### src/logic/strap_config_map.svh
// Purpose: offsets, field positions, reset values and split encodings for the strap decoder
// Assumes: twenty strap pins, one core clock at 125 MHz
// Notes: definitions only
`ifndef STRAP_CONFIG_MAP_SVH
`define STRAP_CONFIG_MAP_SVH

// ----------------------------------------
// strap field layout
// ----------------------------------------
`define STRAP_WIDTH 20
`define STRAP_LANE_ORDER_BIT 2
`define STRAP_DEBUG_POLICY_BIT 3
`define STRAP_SPLIT_HI 6
`define STRAP_SPLIT_LO 5
// unterminated pins read as one
`define STRAP_RESET_VALUE 20'hFFFFF
// in reset every pin counts as open
`define STRAP_OPEN_RESET_VALUE 20'h00000
// spare pins: 1:0, 4, 19:7
`define STRAP_SPARE_MASK 20'hFFF93

// ----------------------------------------
// split encodings
// ----------------------------------------
`define SPLIT_X8_X4_X4 2'h0
`define SPLIT_RESERVED 2'h1
`define SPLIT_X8_X8 2'h2
`define SPLIT_X16 2'h3

`endif

### src/logic/strap_config_pkg.sv
// Purpose: types shared by the strap decoder files
// Assumes: nothing
// Notes: numbers live in strap_config_map.svh
package strap_config_pkg;
    // port split of the x16 port
    typedef enum logic [1:0] {
        split_x8_x4_x4 = 2'h0,
        split_reserved = 2'h1,
        split_x8_x8 = 2'h2,
        split_x16 = 2'h3
    } port_split_t;

    // capture sequencer states, one-hot
    typedef enum logic [2:0] {
        st_reset = 3'h1,
        st_capture = 3'h2,
        st_hold = 3'h4
    } capture_state_t;
endpackage

### src/logic/strap_sync_if.sv
// Purpose: carries synchronised pin levels from the synchroniser to the decoder
// Assumes: one clock domain
// Notes: none
`timescale 1ns/1ns
interface strap_sync_if;
    logic [19:0] strap_level; // synchronised strap pins
    logic pm_level; // synchronised sideband status
    modport source (output strap_level, output pm_level);
    modport sink (input strap_level, input pm_level);
endinterface

### src/logic/strap_pin_sync.sv
// Purpose: two-flop synchroniser for strap pins and sideband status
// Assumes: pins are asynchronous to ref_clk
// Notes: first stage read only by second stage
`timescale 1ns/1ns
`include "strap_config_map.svh"
module strap_pin_sync
    import strap_config_pkg::*;
(
    input wire logic ref_clk,
    input wire logic srst,
    input wire logic [19:0] strap_pin,
    input wire logic pm_sideband_status,
    strap_sync_if.source sync
);
    logic [19:0] strap_meta; // first stage
    logic [19:0] strap_stable; // second stage
    logic pm_meta; // first stage
    logic pm_stable; // second stage
    logic [19:0] next_strap_meta;
    logic [19:0] next_strap_stable;
    logic next_pm_meta;
    logic next_pm_stable;

    // ----------------------------------------
    // next values
    // ----------------------------------------
    always_comb
    begin
        next_strap_meta = strap_pin;
        next_strap_stable = strap_meta;
        next_pm_meta = pm_sideband_status;
        next_pm_stable = pm_meta;
        if (srst)
        begin
            // open pins idle at one
            next_strap_meta = `STRAP_RESET_VALUE;
            next_strap_stable = `STRAP_RESET_VALUE;
            next_pm_meta = 1'b0;
            next_pm_stable = 1'b0;
        end
    end

    // registers
    always_ff @(posedge ref_clk)
    begin
        strap_meta <= next_strap_meta;
        strap_stable <= next_strap_stable;
        pm_meta <= next_pm_meta;
        pm_stable <= next_pm_stable;
    end

    assign sync.strap_level = strap_stable;
    assign sync.pm_level = pm_stable;
endmodule

### src/logic/strap_config_decoder.sv
// Purpose: decodes configuration straps and receives sideband power status
// Assumes: straps stable around reset release; open pins flagged per pin
// Notes: settings latch once after reset and hold until the next reset
// Function
// - open strap pins read as one
// - bit 2 selects normal or reversed lanes
// - bit 3 chooses debug register or override
// - spare strap bits carry no function
// - receive and interpret sideband power status
// - twenty strap bits, only bits 2, 3, 5 and 6 a setting
`timescale 1ns/1ns
`include "strap_config_map.svh"
module strap_config_decoder
    import strap_config_pkg::*;
(
    input wire logic ref_clk,
    input wire logic srst,
    input wire logic [19:0] strap_pin,
    input wire logic [19:0] strap_pin_driven,
    input wire logic pm_sideband_status,
    input wire logic debug_access_control_reg,
    output logic [19:0] strap_value,
    output logic strap_valid,
    output logic lane_reversed,
    output logic debug_override,
    output logic debug_enable,
    output port_split_t port_split,
    output logic split_invalid,
    output logic [19:0] spare_straps,
    output logic pm_status,
    output logic pm_status_change
);
    strap_sync_if sync_bus();
    capture_state_t state; // capture sequencer
    capture_state_t next_state;
    logic [19:0] captured; // latched straps
    logic [19:0] next_captured;
    logic pm_level_q; // registered sideband status
    logic next_pm_level_q;
    logic pm_change_q; // change pulse
    logic next_pm_change_q;
    logic [19:0] resolved_pins; // undriven pins resolved to one
    logic [19:0] driven_meta; // first stage of the open-pin flags
    logic [19:0] driven_stable; // second stage of the open-pin flags
    logic [19:0] next_driven_meta;
    logic [19:0] next_driven_stable;
    logic next_lane_reversed; // decoded lane order
    logic next_debug_override; // decoded debug policy
    port_split_t next_port_split; // decoded split
    logic next_split_invalid; // reserved split seen
    logic [19:0] next_spare_straps; // spare bits

    // ----------------------------------------
    // pin synchronisers
    // ----------------------------------------
    // all twenty pins pass the synchroniser before any logic reads them
    strap_pin_sync u_sync (
        .ref_clk(ref_clk),
        .srst(srst),
        .strap_pin(strap_pin),
        .pm_sideband_status(pm_sideband_status),
        .sync(sync_bus.source)
    );

    // the open-pin flags come from the board too, so they get two flops as well
    // both paths have the same depth, so level and flag stay aligned
    always_comb
    begin
        next_driven_meta = strap_pin_driven;
        next_driven_stable = driven_meta;
        if (srst)
        begin
            // in reset every pin counts as open and so reads as one
            next_driven_meta = `STRAP_OPEN_RESET_VALUE;
            next_driven_stable = `STRAP_OPEN_RESET_VALUE;
        end
    end

    // open-pin flag registers
    always_ff @(posedge ref_clk)
    begin
        driven_meta <= next_driven_meta;
        driven_stable <= next_driven_stable;
    end

    // ----------------------------------------
    // pin resolution
    // ----------------------------------------
    // a pin the board leaves open reads as one, whatever level it shows
    // resolving after the flops keeps raw pin levels out of the logic
    assign resolved_pins = (sync_bus.strap_level & driven_stable) | ~driven_stable;

    // ----------------------------------------
    // field decode
    // ----------------------------------------
    // split code extracted from the two split bits
    function automatic port_split_t decode_split(input logic [19:0] straps);
        logic [1:0] code;
        code = straps[`STRAP_SPLIT_HI:`STRAP_SPLIT_LO];
        decode_split = port_split_t'(code);
    endfunction

    // ----------------------------------------
    // capture sequencer
    // ----------------------------------------
    // wait three cycles in st_reset after release so the synchroniser holds live pins
    // the settle count covers both synchroniser stages, so the capture never
    // takes the reset fill value of the flops in place of a live pin
    logic [1:0] settle; // settle counter
    logic [1:0] next_settle;
    always_comb
    begin
        next_state = state;
        next_captured = captured;
        next_settle = settle;
        unique case (state)
            st_reset:
            begin
                // synchroniser refilling
                if (settle == 2'h2)
                    next_state = st_capture;
                else
                    next_settle = settle + 2'h1;
            end
            st_capture:
            begin
                // single sample of the straps
                next_captured = resolved_pins;
                next_state = st_hold;
            end
            st_hold:
            begin
                // settings frozen until reset
                next_captured = captured;
            end
            default:
            begin
                next_state = st_reset;
            end
        endcase
        if (srst)
        begin
            next_state = st_reset;
            next_captured = `STRAP_RESET_VALUE;
            next_settle = 2'h0;
        end
    end

    // sequencer registers
    always_ff @(posedge ref_clk)
    begin
        state <= next_state;
        captured <= next_captured;
        settle <= next_settle;
    end

    // ----------------------------------------
    // sideband status
    // ----------------------------------------
    // registered level plus one-cycle change pulse
    // the pulse lines up with the level update, so a user can latch both at once
    // a change that lasts under one cycle may be missed by the synchroniser
    always_comb
    begin
        next_pm_level_q = sync_bus.pm_level;
        next_pm_change_q = (sync_bus.pm_level != pm_level_q);
        if (srst)
        begin
            next_pm_level_q = 1'b0;
            next_pm_change_q = 1'b0;
        end
    end

    // sideband registers
    always_ff @(posedge ref_clk)
    begin
        pm_level_q <= next_pm_level_q;
        pm_change_q <= next_pm_change_q;
    end

    // ----------------------------------------
    // decoded settings
    // ----------------------------------------
    // decoded from the next capture value, so each output flop moves with captured
    // registered outputs keep the decode gates off the paths into the port logic
    always_comb
    begin
        // one is normal numbering, zero reverses
        next_lane_reversed = ~next_captured[`STRAP_LANE_ORDER_BIT];
        // zero overrides the debug register default
        next_debug_override = ~next_captured[`STRAP_DEBUG_POLICY_BIT];
        next_port_split = decode_split(next_captured);
        next_split_invalid = (decode_split(next_captured) == split_reserved);
        // spare bits only reported, never acted on
        next_spare_straps = next_captured & `STRAP_SPARE_MASK;
    end

    // decoded setting registers
    always_ff @(posedge ref_clk)
    begin
        lane_reversed <= next_lane_reversed;
        debug_override <= next_debug_override;
        port_split <= next_port_split;
        split_invalid <= next_split_invalid;
        spare_straps <= next_spare_straps;
    end

    // ----------------------------------------
    // outputs
    // ----------------------------------------
    // latched straps, all ones while in reset
    assign strap_value = captured;
    // capture done, for users that poll
    assign strap_valid = (state == st_hold);
    // the strap picks between the register bit and a forced disable
    assign debug_enable = captured[`STRAP_DEBUG_POLICY_BIT] & debug_access_control_reg;
    // sideband level and its change pulse
    assign pm_status = pm_level_q;
    assign pm_status_change = pm_change_q;
endmodule

### config.mk
export PLATFORM = sky130hd
export DESIGN_NAME = strap_config_decoder
export DESIGN_NICKNAME = d
export VERILOG_FILES = /design/src/logic/strap_config_pkg.sv /design/src/logic/strap_sync_if.sv /design/src/logic/strap_pin_sync.sv /design/src/logic/strap_config_decoder.sv
export VERILOG_INCLUDE_DIRS = /design/src /design/src/logic
export SDC_FILE = /design/constraint.sdc
export NUM_CORES = 1
export LEC_CHECK = 0
export BUFFER_PORTS_ARGS = -buffer_cell sky130_fd_sc_hd__clkbuf_2
export CAP_MARGIN = 30
export CORE_MARGIN = 10
export CORE_UTILIZATION = 45
export DETAILED_ROUTE_END_ITERATION = 12
export GPL_TIMING_DRIVEN = 1
export PLACE_DENSITY_LB_ADDON = 0.05
export SYNTH_ARGS = -nofsm -noshare
export SYNTH_HDL_FRONTEND = slang
export SYNTH_HIERARCHICAL = 1
export SYNTH_SLANG_ARGS = --single-unit
### constraint.sdc
create_clock -name ref_clk -period 2.9 [get_ports ref_clk]
set_clock_uncertainty 0.1 [all_clocks]
set_input_delay 0.58 -clock ref_clk [delete_from_list [all_inputs] [get_ports ref_clk]]
set_output_delay 0.58 -clock ref_clk [all_outputs]
set_load 0.005 [all_outputs]
==> metrics.yaml <==
fin_crit_ns: 2.040
p_per_area_nw_per_um2: 638.3
rsz0062_at_grt: "false"
synth_top_area_cell: "dfxtp_1"
nets: 434
ios: 93
power_mw: 2.652
syn2layout_area_growth_pct: 14.08
p_leak_nw: 1.702
fin_crit_sh: 0.7035
vias_per_cell: 4.224
required_ns: 2.22
status: "finished clean"
cts_tree: "built"
clockBufferDepth: 2
synth-seq-cells: 112
finalSetupViolCount: 0
htreeDepth: 3
layout_common_cells: "112 x dfxtp_1, 88 x clkbuf_2, 43 x nor2b_1, 40 x or2_1, 24 x nor2_1"
final_util: 0.5322
drtPass1Iterations: 4
synth_area_leaders: "dfxtp_1 62%, nor2b_1 7.4%, or2_1 6.9%"
die_w_um: 110.0
portBuffers: 88
postCtsHoldBufs: 0
worst-setup-path-type: "flop to output port"
dpl.hpwl_mm: 4.081
worst_pin_slew_ns: 0.7648
cp_cell_sequence: "nor3b_1, clkbuf_2"
grt_pass1_vias: 2026
diodes: 0
grt_max_degree: 90
fp.dieArea_um2: 12090
tns_ns: 0
num_rows: 32
antenna_found_initial: 0
fp.dieH_um: 110.0
fillerInstances: 759
ys_warn_count: 6
cts_setup_buffers: 0
fp.coreArea_um2: 7807
grt_first_pass_wirelength_mm: 9.604
clockRootBuffer: "clkbuf_8"
routabilityCongestion: 0.6934
path_max_fanout: 7
finalMaxSlewViolations: 0
syn_area_per_cell_um2: 11.31
synth.cell_area_um2: 3642
vdd_drop_max_mv: 0.3025
hold_path.class: "primary input to flop"
layout-drive-gt1-share: 0.3223
startpoint_type: "flop"
synth_cells: 322
clkPwrFrac: 0.317
drv_cap: 0
sw_frac_of_total: 0.2281
final_common_cell: "dfxtp_1"
slowest_delay_ns: 0.50
p_seq_frac: 0.618
comb_power_share: 0.065
start_util: 0.4665
slowest_stage: "dfxtp_1"
clock_sinks: 112
fmax_mhz: 490.1
arrival_ns: 1.36
gr-usage-all-layers: 0.1031
final_hold_viol_count: 0
p_int_mw: 2.047
whs_ns: 0.2754
path_clk_slew_ns: 0.11
gr-total-overflow: 0
drtIter0Drc: 37
synth_cell_type_count: 30
cp-end-kind: "output port"
cts_buffers: 9
via_count: 2095
p_sw_mw: 0.6051
synth_top_area_frac: 0.6156
cts_resized: 0
antenna_left: 0
clock_latency_ns: 0.37
wl_per_cell_um: 12.21
drc: 0
slew_headroom: 0.4895
ys_seq_area_frac: 0.6156
finalWirelength_mm: 6.054
[per-layer routing]
metal | global-route usage | vias up | wire, µm
li1 | - | 1122 | -
met1 | 0.1214 | 904 | 2678
met2 | 0.1541 | 61 | 2719
met3 | 0.04974 | 8 | 574
met4 | 0.05019 | 0 | 81
met5 | 0 | - | 0
[layout make-up]
class                      count  area [µm²]  share of cell area
clock inverter                 5       40.04            0.009636
inverter                       3       11.26            0.002710
timing repair buffer          90       455.4              0.1096
sequential                   112        2242              0.5396
clock buffer                  11       141.4             0.03403
multi-input combinational    173        1137              0.2737
tap                          102       127.6             0.03071
[synth_stat cells, drive strengths merged]
master  number
o211ai       1
nand2        3
a21oi        1
buf         30
o21ai       19
and2         1
dfxtp      112
a211oi       1
clkbuf       7
o311ai       1
nand3        2
nor2b       43
xnor2        2
nor2        24
nand2b       2
inv          3
ha           1
nor4         1
o21a         2
or2         40
nand3b       1
or3b         1
nor4b        1
nor3b       20
conb         1
and2b        2
[sequential cells by signal, indices dropped and copies added, names as in the netlist, 2 cells and up]
signal                   count
u_sync/sync.strap_level     20
driven_stable               20
settle                       2
strap_value                 18
state                        3
u_sync/strap_meta           20
driven_meta                 20
[logic make-up (layout without fill, tap and decap cells)]
| family | Yosys count | after routing | synth area share |
|---|---|---|---|
| simple gates | 141 | 141 | 0.2601 |
| flops | 112 | 112 | 0.6156 |
| buf+inv | 40 | 109 | 0.07695 |
| compound gates | 25 | 25 | 0.03813 |
| xor+xnor | 2 | 2 | 0.004810 |
| fa+ha+maj | 1 | 1 | 0.003435 |
| other cells | 1 | 4 | 0.001030 |
[path summary, 6_finish.rpt]
kind                              start  slack, ns  depth (start not counted)                     endpoint
hold reg to reg   u_sync/strap_meta[19]       0.31                          1  u_sync/sync.strap_level[19]
setup / recovery               state[2]       0.86                          2                  strap_valid
setup reg to reg               state[1]       1.20                          3               strap_value[2]
hold / removal             strap_pin[7]       0.28                          2         u_sync/strap_meta[7]
[worst max-delay path: cells and delay by family, from the launching register on]
kind	cells	cell delay, ns
buffers and inverters	1	0.18
flip-flops	1	0.50
AND/OR/NAND/NOR	1	0.33
[stage by stage]
stage | worst slack [ns] | instances | cell area, µm²
after global routing | 0.7130 | 496 | 4155
after global placement | 1.113 | 480 | 3974
final | 0.8598 | 496 | 4155
after floorplan | 1.441 | 325 | 3654
after CTS | 0.8176 | 496 | 4155
after detailed placement | 1.094 | 480 | 3974
[power by group through the flow]
stage	Combinational, mW	Sequential, mW	Clock (mW)
after floorplan	0.133	1.67	0
after global placement	0.170	1.67	0
after detailed placement	0.174	1.68	0
after CTS	0.175	1.64	0.869
after global routing	0.198	1.65	0.936
final	0.171	1.64	0.842
No activity file was read; power rests on OpenSTA's default activity.
